`config.mk`:
```
export PLATFORM = sky130hd
export DESIGN_NAME = plc_timing
export DESIGN_NICKNAME = d
export VERILOG_FILES = /design/src/plc_pkg.sv /design/src/plc_fifo2.sv /design/src/plc_timing.sv
export SDC_FILE = /design/constraint.sdc
export NUM_CORES = 1
export LEC_CHECK = 0
export BUFFER_PORTS_ARGS = -buffer_cell sky130_fd_sc_hd__buf_4
export CAP_MARGIN = 20
export CORE_MARGIN = 3
export CORE_UTILIZATION = 60
export CTS_BUF_LIST = sky130_fd_sc_hd__clkbuf_8
export DETAILED_ROUTE_END_ITERATION = 7
export HOLD_SLACK_MARGIN = 0.03
export PLACE_DENSITY = 0.77
export SETUP_SLACK_MARGIN = 0.5
export SLEW_MARGIN = 20
export SYNTH_ARGS = -nofsm -noshare
export SYNTH_HDL_FRONTEND = slang
export SYNTH_SLANG_ARGS = --single-unit
```
`constraint.sdc`:
```
create_clock -name mclk -period 5.86 [get_ports mclk]
set_clock_uncertainty 0.05 [all_clocks]
set_input_delay 0.293 -clock mclk [delete_from_list [all_inputs] [get_ports mclk]]
set_output_delay 0.293 -clock mclk [all_outputs]
set_load 0.02 [all_outputs]
```
`src/plc_pkg.sv`:
```
package plc_pkg;
    // Clock and carrier rates, in kHz, and clock cycles per microsecond
    localparam int unsigned PLC_CLK_KHZ = 250000;
    localparam int unsigned PLC_SYS_KHZ = 7680;
    localparam int unsigned PLC_CAR_MIN_KHZ = 118;
    localparam int unsigned PLC_CAR_MAX_KHZ = 122;
    localparam int unsigned PLC_CYC_PER_US = PLC_CLK_KHZ / 1000;
    // System-clock cycles per carrier half period
    localparam int unsigned PLC_HALF_SYS_CYC = 32;

    // Times in microseconds
    localparam int unsigned PLC_RISE_LAG_US = 64;
    localparam int unsigned PLC_FALL_LEAD_US = 16;
    localparam int unsigned PLC_START_MAX_US = 236;
    localparam int unsigned PLC_TX_FROM_TRUE_US = 214;
    localparam int unsigned PLC_SMP_FROM_TRUE_US = 500;
    localparam int unsigned PLC_BURST_US = 1000;
    localparam int unsigned PLC_PHASE_GAP_US = 2778;

    // Cycle counts at the clock rate
    localparam int unsigned PLC_TXD_RISE_CYC =
        (PLC_TX_FROM_TRUE_US - PLC_RISE_LAG_US) * PLC_CYC_PER_US;
    localparam int unsigned PLC_TXD_FALL_CYC =
        (PLC_TX_FROM_TRUE_US + PLC_FALL_LEAD_US) * PLC_CYC_PER_US;
    localparam int unsigned PLC_SMP_RISE_CYC =
        (PLC_SMP_FROM_TRUE_US - PLC_RISE_LAG_US) * PLC_CYC_PER_US;
    localparam int unsigned PLC_SMP_FALL_CYC =
        (PLC_SMP_FROM_TRUE_US + PLC_FALL_LEAD_US) * PLC_CYC_PER_US;
    localparam int unsigned PLC_BURST_CYC = PLC_BURST_US * PLC_CYC_PER_US;
    localparam int unsigned PLC_GAP_CYC = PLC_PHASE_GAP_US * PLC_CYC_PER_US;
    localparam int unsigned PLC_START_MAX_CYC = PLC_START_MAX_US * PLC_CYC_PER_US;
    localparam int unsigned PLC_PER_MIN_CYC =
        (PLC_CLK_KHZ + PLC_CAR_MAX_KHZ - 1) / PLC_CAR_MAX_KHZ;
    localparam int unsigned PLC_PER_MAX_CYC = PLC_CLK_KHZ / PLC_CAR_MIN_KHZ;

    // Counter widths and extra burst count
    localparam int unsigned PLC_CNT_W = 20;
    localparam int unsigned PLC_ACC_W = 18;
    localparam int unsigned PLC_EXTRA_BURSTS = 2;

    typedef enum logic [1:0] {
        PLC_ST_IDLE  = 2'b00,
        PLC_ST_DELAY = 2'b01,
        PLC_ST_BURST = 2'b10,
        PLC_ST_GAP   = 2'b11
    } plc_tx_state_t;
endpackage

```
`src/plc_fifo2.sv`:
```
module plc_fifo2 import plc_pkg::*; #(
    parameter int unsigned WIDTH = 1
) (
    // Clock and reset
    input wire logic mclk,
    input wire logic rst,
    // Filling side
    input wire logic in_valid,
    input wire logic [WIDTH-1:0] in_data,
    output logic in_ready,
    // Draining side
    output logic out_valid,
    output logic [WIDTH-1:0] out_data,
    input wire logic out_ready
);
    typedef struct packed {
        logic [1:0][WIDTH-1:0] mem;
        logic wptr;
        logic rptr;
        logic [1:0] count;
    } plc_fifo_state_t;

    plc_fifo_state_t s_r;
    plc_fifo_state_t s_nxt;
    logic push;
    logic pop;

    assign in_ready = (s_r.count != 2'h2);
    assign out_valid = (s_r.count != 2'h0);
    assign out_data = s_r.mem[s_r.rptr];
    assign push = in_valid && in_ready;
    assign pop = out_valid && out_ready;

    always_comb begin
        s_nxt = s_r;
        if (push) begin
            s_nxt.mem[s_r.wptr] = in_data;
            s_nxt.wptr = ~s_r.wptr;
        end
        if (pop) begin
            s_nxt.rptr = ~s_r.rptr;
        end
        if (push && !pop) begin
            s_nxt.count = s_r.count + 2'h1;
        end else if (pop && !push) begin
            s_nxt.count = s_r.count - 2'h1;
        end
    end

    always_ff @(posedge mclk) begin
        if (rst) begin
            s_r <= '0;
        end else begin
            s_r <= s_nxt;
        end
    end
endmodule

```
`src/plc_timing.sv`:
```
module plc_timing import plc_pkg::*; #(
    parameter logic [19:0] TXD_RISE_CYC = 20'(PLC_TXD_RISE_CYC),
    parameter logic [19:0] TXD_FALL_CYC = 20'(PLC_TXD_FALL_CYC),
    parameter logic [19:0] SMP_RISE_CYC = 20'(PLC_SMP_RISE_CYC),
    parameter logic [19:0] SMP_FALL_CYC = 20'(PLC_SMP_FALL_CYC),
    parameter logic [19:0] BURST_CYC = 20'(PLC_BURST_CYC),
    parameter logic [19:0] GAP_CYC = 20'(PLC_GAP_CYC)
) (
    // Clock and reset
    input wire logic mclk,
    input wire logic rst,
    // Mains crossing and carrier envelope sensing
    input wire logic crossing_sense_input,
    input wire logic carrier_envelope_input,
    output logic crossing_event,
    // Transmit bit request, one per crossing
    input wire logic tx_valid,
    input wire logic tx_bit,
    input wire logic tx_three_phase,
    output logic tx_ready,
    // Received bit stream
    output logic rx_valid,
    output logic rx_bit,
    input wire logic rx_ready,
    output logic rx_overrun,
    // Carrier line pin
    output logic carrier_line_o,
    output logic carrier_line_oe
);
    typedef struct packed {
        logic sense_prev;
        logic pol;
        logic armed;
        logic evt;
        plc_tx_state_t st;
        logic [PLC_CNT_W-1:0] cnt;
        logic [1:0] bursts;
        logic [PLC_CNT_W-1:0] smp_cnt;
        logic smp_pend;
        logic hold_v;
        logic hold_bit;
        logic overrun;
        logic [PLC_ACC_W-1:0] acc;
        logic [4:0] half;
        logic wave;
    } plc_state_t;

    localparam logic [PLC_ACC_W-1:0] ACC_STEP = PLC_ACC_W'(PLC_SYS_KHZ);
    localparam logic [PLC_ACC_W-1:0] ACC_MOD = PLC_ACC_W'(PLC_CLK_KHZ);
    localparam logic [4:0] HALF_LAST = 5'(PLC_HALF_SYS_CYC - 1);

    plc_state_t s_r;
    plc_state_t s_nxt;
    logic evt;
    logic sys_en;
    logic [PLC_ACC_W:0] acc_sum;
    logic fire;
    logic buf_ready;

    // The active edge is armed on the opposite level, so every level change once armed is an event
    assign evt = s_r.armed && (crossing_sense_input != s_r.sense_prev)
        && (crossing_sense_input == s_r.pol);
    assign fire = s_r.smp_pend && (s_r.smp_cnt == 20'h00001);
    assign acc_sum = {1'b0, s_r.acc} + {1'b0, ACC_STEP};
    // Fractional divider: 7.680 MHz enables on average from the 250 MHz clock
    assign sys_en = (acc_sum >= {1'b0, ACC_MOD});
    assign tx_ready = s_r.evt && (s_r.st == PLC_ST_IDLE);
    assign crossing_event = s_r.evt;
    assign rx_overrun = s_r.overrun;
    assign carrier_line_o = s_r.wave;
    assign carrier_line_oe = (s_r.st == PLC_ST_BURST);

    always_comb begin
        s_nxt = s_r;
        s_nxt.sense_prev = crossing_sense_input;
        s_nxt.evt = evt;
        s_nxt.overrun = 1'b0;
        if (!s_r.armed) begin
            s_nxt.armed = 1'b1;
            s_nxt.pol = ~crossing_sense_input;
        end else if (evt) begin
            s_nxt.pol = ~s_r.pol;
        end

        // Carrier generator runs regardless of transmit state
        if (sys_en) begin
            s_nxt.acc = PLC_ACC_W'(acc_sum - {1'b0, ACC_MOD});
            if (s_r.half == HALF_LAST) begin
                s_nxt.half = 5'h00;
                s_nxt.wave = ~s_r.wave;
            end else begin
                s_nxt.half = s_r.half + 5'h01;
            end
        end else begin
            s_nxt.acc = PLC_ACC_W'(acc_sum);
        end

        // Receive: the sample point sits at a fixed time after the true crossing
        if (evt) begin
            s_nxt.smp_pend = 1'b1;
            s_nxt.smp_cnt = crossing_sense_input ? SMP_RISE_CYC : SMP_FALL_CYC;
        end else if (s_r.smp_pend) begin
            s_nxt.smp_cnt = s_r.smp_cnt - 20'h00001;
            if (fire) begin
                s_nxt.smp_pend = 1'b0;
            end
        end
        if (s_r.hold_v && buf_ready) begin
            s_nxt.hold_v = 1'b0;
        end
        // A new sample wins over the hand-off of the held one
        if (fire) begin
            s_nxt.hold_v = 1'b1;
            s_nxt.hold_bit = carrier_envelope_input;
            s_nxt.overrun = s_r.hold_v && !buf_ready;
        end

        // Envelope timer
        case (s_r.st)
            PLC_ST_IDLE: begin
                if (tx_ready && tx_valid && tx_bit) begin
                    s_nxt.st = PLC_ST_DELAY;
                    // Polarity has already flipped here; the sensed level names the edge
                    s_nxt.cnt = s_r.sense_prev ? TXD_RISE_CYC : TXD_FALL_CYC;
                    s_nxt.bursts = tx_three_phase ? 2'(PLC_EXTRA_BURSTS) : 2'h0;
                end
            end
            PLC_ST_DELAY: begin
                s_nxt.cnt = s_r.cnt - 20'h00001;
                if (s_r.cnt == 20'h00001) begin
                    s_nxt.st = PLC_ST_BURST;
                    s_nxt.cnt = BURST_CYC;
                end
            end
            PLC_ST_BURST: begin
                s_nxt.cnt = s_r.cnt - 20'h00001;
                if (s_r.cnt == 20'h00001) begin
                    if (s_r.bursts != 2'h0) begin
                        s_nxt.st = PLC_ST_GAP;
                        s_nxt.cnt = GAP_CYC - BURST_CYC;
                        s_nxt.bursts = s_r.bursts - 2'h1;
                    end else begin
                        s_nxt.st = PLC_ST_IDLE;
                    end
                end
            end
            PLC_ST_GAP: begin
                s_nxt.cnt = s_r.cnt - 20'h00001;
                if (s_r.cnt == 20'h00001) begin
                    s_nxt.st = PLC_ST_BURST;
                    s_nxt.cnt = BURST_CYC;
                end
            end
            default: begin
                s_nxt.st = PLC_ST_IDLE;
            end
        endcase
    end

    always_ff @(posedge mclk) begin
        if (rst) begin
            s_r <= '0;
        end else begin
            s_r <= s_nxt;
        end
    end

    // Two entries plus the held bit: the receiver may stall about three bit times before overrun
    plc_fifo2 #(
        .WIDTH(1)
    ) u_rx_buf (
        .mclk(mclk),
        .rst(rst),
        .in_valid(s_r.hold_v),
        .in_data(s_r.hold_bit),
        .in_ready(buf_ready),
        .out_valid(rx_valid),
        .out_data(rx_bit),
        .out_ready(rx_ready)
    );

    // Helper logic for checks
    localparam int unsigned START_MAX = PLC_START_MAX_CYC;
    localparam int unsigned WIN_MAX = PLC_BURST_CYC;
    logic [PLC_CNT_W-1:0] since_evt_r;
    logic [PLC_CNT_W-1:0] oe_len_r;
    logic [PLC_CNT_W-1:0] per_r;
    logic since_rise_r;
    logic wave_seen_r;

    always_ff @(posedge mclk) begin
        if (rst) begin
            since_evt_r <= '0;
            oe_len_r <= '0;
            per_r <= '0;
            since_rise_r <= 1'b0;
            wave_seen_r <= 1'b0;
        end else begin
            // The first rise after reset has no full period behind it
            if (s_nxt.wave && !s_r.wave) begin
                wave_seen_r <= 1'b1;
            end
            since_evt_r <= evt ? 20'h00000 : (&since_evt_r ? since_evt_r : since_evt_r + 20'h00001);
            if (evt) begin
                since_rise_r <= crossing_sense_input;
            end
            oe_len_r <= carrier_line_oe ? oe_len_r + 20'h00001 : 20'h00000;
            per_r <= (s_nxt.wave && !s_r.wave) ? 20'h00001 : per_r + 20'h00001;
        end
    end
endmodule

```
Word level (Yosys, flattened, before mapping):

Index checks and enable logic that the tools add are counted.

* register bits after elaboration: 82
* latch bits: 0
* memory bits (writable): 0
* ROM bits: 0
* output and inout bits: 7
* logic and storage cells: 108
* memories kept: 0

* add/sub/neg operators: 8
* multiply operators: 0
* divide/modulo/power cells: 0
* magnitude comparators: 4
* equal/unequal tests: 14
* shifts and indexed selects: 0
* multiplexer cells: 29
* bitwise operators: 6
* reduce and logical (&&, ||, !) cells: 27

Operators by type and width (count)
* 74-bit 2-to-1 mux: 1
* 22-bit case mux with 3 select lines: 1
* 24-bit 2-to-1 mux: 2
* 22-bit 2-to-1 mux: 2
* 21-bit 2-to-1 mux: 2
* 20-bit by 1-bit equality test with 1-bit output (second input constant): 2
* 20-bit by 1-bit subtractor with 20-bit output (second input constant): 2
* 15-bit 2-to-1 mux: 2
* 18-bit by 13-bit adder with 19-bit output (second input constant): 1
* 19-bit by 18-bit greater-or-equal comparator with 1-bit output (second input constant): 1
* 18-bit 2-to-1 mux: 1
* 18-bit subtractor (second input constant): 1
* 1-bit logical AND: 12
* 2-bit nonzero test: 6
* 2-bit by 1-bit != test with 1-bit output (second input constant): 5
* 1-bit 2-to-1 mux: 8
* 2-bit 2-to-1 mux: 4
* 6-bit 2-to-1 mux: 1
* 1-bit NOT: 6
* 5-bit by 1-bit adder with 5-bit output (second input constant): 1
* 5-bit equality test (second input constant): 1
* 5-bit 2-to-1 mux: 1
* 2-bit equality test (second input constant): 2
* 1-bit by 2-bit < comparator with 1-bit output (second input constant): 2
* other kinds (17): 21

Logic depth before layout (Yosys ltp):

* word-level depth: 7
* gate-level depth with buffers: 9

Modules after synthesis:

From an unflattened synthesis, not the netlist that was laid out.

* cells, all modules: 501
* area, all modules: 4184.0 um^2

By module, submodules not included
* plc_timing: instances 1, cells each 469, area each 3895.0 um^2
* plc_fifo2: instances 1, cells each 32, area each 289.0 um^2

Least setup slack after synthesis:

No wires, ideal clock.

* path type: reg2reg
* start point: register s_r[15] in the netlist's numbering
* end point: register s_r[15] in the netlist's numbering
* setup time: 121 ps
* data arrival time: 2322 ps
* required time: 5689 ps
* setup slack: 3367 ps
* stages on the path, launching flop included: 10
* period minus slack after synthesis: 2493 ps
* cell sequence: dfxtp_1 > inv_1 > ha_1 > xnor2_1 > nand3_1 > nor4b_1 > o221ai_1 > buf_2 > a221oi_2 > mux2_2

* word-level cells in the longest chain between the ends: 3
* elaborated cells on any way between the ends: 4
* those cells by class: add/sub (2); order compare (1); mux (1)

Ends and longest elaborated chain
* from (decl): RTL line plc_timing.sv:52 `plc_state_t s_r;`
* from (signal assigned): RTL line plc_timing.sv:164 `s_r <= s_nxt;`
* 18-bit by 13-bit adder with 19-bit output *: RTL line plc_timing.sv:64 `assign acc_sum = {1'b0, s_r.acc} + {1'b0, ACC_STEP};`
* 18-bit subtractor / 19-bit by 18-bit greater-or-equal comparator with 1-bit output (equally long branches): RTL line plc_timing.sv:87, plc_timing.sv:66
* 18-bit 2-to-1 mux *: RTL line plc_timing.sv:86 `if (sys_en) begin`

Mark *: on every way between the ends. The rest lies on a longest branch, timed or not.
A chain may end at the register's enable or synchronous reset.

Worst setup path after layout:

* start point: register s_r[15] in the netlist's numbering
* end point: register s_r[20] in the netlist's numbering

Same word-level chain as after synthesis.

==> run_results.csv <==
group,metric,value,unit
critical_path,cp_slowest_cell,"dfxtp_1",
clock_tree,cts_max_path_buffers,2,
route,viasPerCell,6.05,
placed_design,dp_cells,623,
power_and_ir_drop,cellLeakagePower,1.76,nW
critical_path,worstSetupStartpoint,"s_r[15]",
min_path,hp-start,"carrier_envelope_input",
die,die_h,91.3,µm
cells_and_area,final_core_util,0.674,
route,drt_iter0_drc,274,
yosys,ys_seq_area_frac,0.358,
yosys,synth_cells,540,
timing,timing.fmax,0.350,GHz
yosys,syn_area,4360,µm²
die,die_w,91.3,µm
critical_path,cp.arrival,3050,ps
critical_path,path_cells,"inv_1 > ha_1 > xnor2_1 > nand3_1 > nor4b_1 > o221ai_1 > buf_4 > a22oi_1 > mux2_2",
route,routed_wl,9280,µm
global_routing,grt_pass1_wl,16000,µm
clock_tree,postCtsHoldBufs,0,
global_routing,grt_pass1_vias,3505,
yosys,ys_seq_elements,78,
power_and_ir_drop,max-vdd-ir-drop,0.181,mV
yosys,syn_nets,560,
yosys,syn_avg_cell_area,8.08,µm²
power_and_ir_drop,internal_power,865,µW
critical_path,max_stage_delay,480,ps
global_routing,grt_max_degree,84,
timing,rsz0062_at_grt,"no",
timing,finalSetupTns,0,ps
route,final_antenna_net_count,0,
critical_path,worstSetupPathType,"register to register",
cells_and_area,multi_input_area,2620,µm²
critical_path,critPathTopFamily,"simple AND/OR/NAND/NOR gates",
critical_path,cp_max_fo,20,
critical_path,start_kind,"register",
die,die-area,8330,µm²
cells_and_area,stdcell_count,637,
job,max_cap_violations,0,
die,start_util,0.632,
global_routing,grt_overflow,0,
min_path,hold_path.class,"input port to register",
timing,finalSetupViolations,0,
placed_design,gp_congestion,0.888,
die,design.core.area,6910,µm²
yosys,synth-main-ff-cell,"dfxtp_1",
yosys,async_flop_share,0,
power_and_ir_drop,p_comb_frac,0.214,
timing,relSlewSlack,0.412,
die,num_rows,30,
outcome,status,"finished, final reports clean",
timing,worst_pin_slew,882,ps
clock_tree,cts_resized,0,
yosys,synth_edf_count,0,
power_and_ir_drop,power_density,270,nW/µm²
route,wl_per_cell,14.6,µm
clock_tree,root_buffer,"clkbuf_8",
timing,hold_viol,0,
critical_path,r2r-start,"s_r[15]",
clock_tree,cts_tree,"done",
clock_tree,numCtsBuffers,9,
placed_design,place_hpwl,6280,µm
cells_and_area,fin_nets,558,
timing,timing.final.crit_period,2860,ps
clock_tree,postCtsSetupBuffers,0,
yosys,yosysWarnings,0,
clock_tree,htree_levels,3,
timing,setup_ws,3000,ps
placed_design,place_ws,3020,ps
timing,finalCritPeriodShare,0.488,
clock_tree,clkLatencyLatePin,350,ps
clock_tree,clkTransAtPathRegs,70,ps
cells_and_area,area_growth_syn_to_layout,6.62,%
route,drc_errors,0,
yosys,yosysUniqueCellTypes,68,
timing,drv_slew,0,
power_and_ir_drop,power.share.sequential,0.483,
clock_tree,clock_sinks,78,
critical_path,required,6050,ps
critical_path,path_buf_inv,2,
cells_and_area,seq_area,1560,µm²
power_and_ir_drop,swShare,0.312,
cells_and_area,antennaDiodeCount,0,
global_routing,antenna_found_initial,0,
cells_and_area,final_layout_size_suffix_gt1_frac,0.107,
cells_and_area,n_fill_cell,576,
route,firstDrtPassIters,5,
placed_design,io_buffers,14,
power_and_ir_drop,clock_power_share,0.304,
critical_path,crit_path_end_kind,"register",
die,io_pins,15,
global_routing,grt_usage,0.231,
route,vias,3856,
power_and_ir_drop,p_sw,393,µW
[routing by layer]
metal | up-vias | global-route usage | wire length (µm)
li1 | 1937 | - | -
met1 | 1791 | 0.324 | 4360
met2 | 109 | 0.353 | 4330
met3 | 19 | 0.0414 | 453
met4 | 0 | 0.0879 | 128
met5 | - | 0 | 0
[power groups by stage]
stage | combinational, mW | clock [mW] | sequential, mW
floorplan | 0.221 | 0 | 0.610
global placement | 0.259 | 0 | 0.617
detailed placement | 0.264 | 0 | 0.618
CTS | 0.265 | 0.386 | 0.607
global route | 0.302 | 0.409 | 0.613
finish | 0.269 | 0.382 | 0.607
[sequential cells by signal, indices dropped and copies added, names as in the netlist]
register	flops
carrier_line_o	1
u_rx_buf.s_r	6
s_r	69
rx_overrun	1
crossing_event	1
[worst reg2reg max path: stages (launching register included)]
cell	delay (ps)
dfxtp_1	480
inv_1	100
ha_1	250
xnor2_1	320
nand3_1	140
nor4b_1	360
o221ai_1	160
buf_4	230
a22oi_1	290
mux2_2	370
[metrics by stage]
stage / cell area (µm²) / total power, mW / hold slack, ps
after global routing: 4650 / 1.32 / 137
final: 4650 / 1.26 / 143
after detailed placement: 4470 / 0.882 / 419
after CTS: 4650 / 1.26 / 141
after floorplan: 4360 / 0.830 / 371
after global placement: 4470 / 0.876 / 414
[path summary, 6_finish.rpt]
kind	to	slack, ps	cells past startpoint
worst max-delay path	s_r[20]	3000	9
worst min-delay path	s_r[25]	140	3
worst max register to register	s_r[20]	3000	9
worst min register to register	s_r[61]	430	2
[area by class of cell]
cell class                 count  share of cell area
inverter                      17              0.0137
sequential                    78               0.336
timing repair buffer          15              0.0242
clock buffer                   9              0.0266
tap                           96              0.0258
clock inverter                 5              0.0116
multi-input combinational    417               0.562
[kinds of logic after synthesis]
logic type / Yosys count / synth area share
simple gates: 222 / 0.273
compound gates: 140 / 0.201
flops: 78 / 0.358
buf+inv: 45 / 0.0424
xor+xnor: 32 / 0.0642
fa+ha+maj: 12 / 0.0344
mux: 11 / 0.0272
[placed cells by master, fill, tap and decap left out, types with 6 or more instances in the layout]
cell type	netlist	final
clkbuf_8	0	9
ha_1	12	12
o21ai_0	24	24
nor3_1	31	31
xnor2_1	17	17
a31oi_1	6	6
xor2_1	15	15
nor2_1	66	66
dfxtp_1	78	78
or2_2	6	6
nor2b_1	8	8
nor4_1	6	6
or3_1	8	8
mux2_2	7	7
inv_1	17	18
nand2_1	39	39
buf_4	1	15
a211oi_1	7	7
nand3_1	13	13
a21oi_1	60	60
[cells in the mapped netlist, drive strengths merged (9+ instances only)]
| cell type | count | share of area |
|---|---|---|
| inv | 17 | 0.015 |
| nor4 | 9 | 0.021 |
| nand2 | 39 | 0.034 |
| nand3 | 13 | 0.015 |
| ha | 12 | 0.034 |
| dfxtp | 78 | 0.36 |
| clkbuf | 19 | 0.016 |
| nor3 | 33 | 0.040 |
| xnor2 | 17 | 0.034 |
| nor2 | 67 | 0.059 |
| o21ai | 28 | 0.032 |
| a21oi | 61 | 0.071 |
| xor2 | 15 | 0.030 |
| buf | 9 | 0.011 |
(Power assumes the default switching activity.)
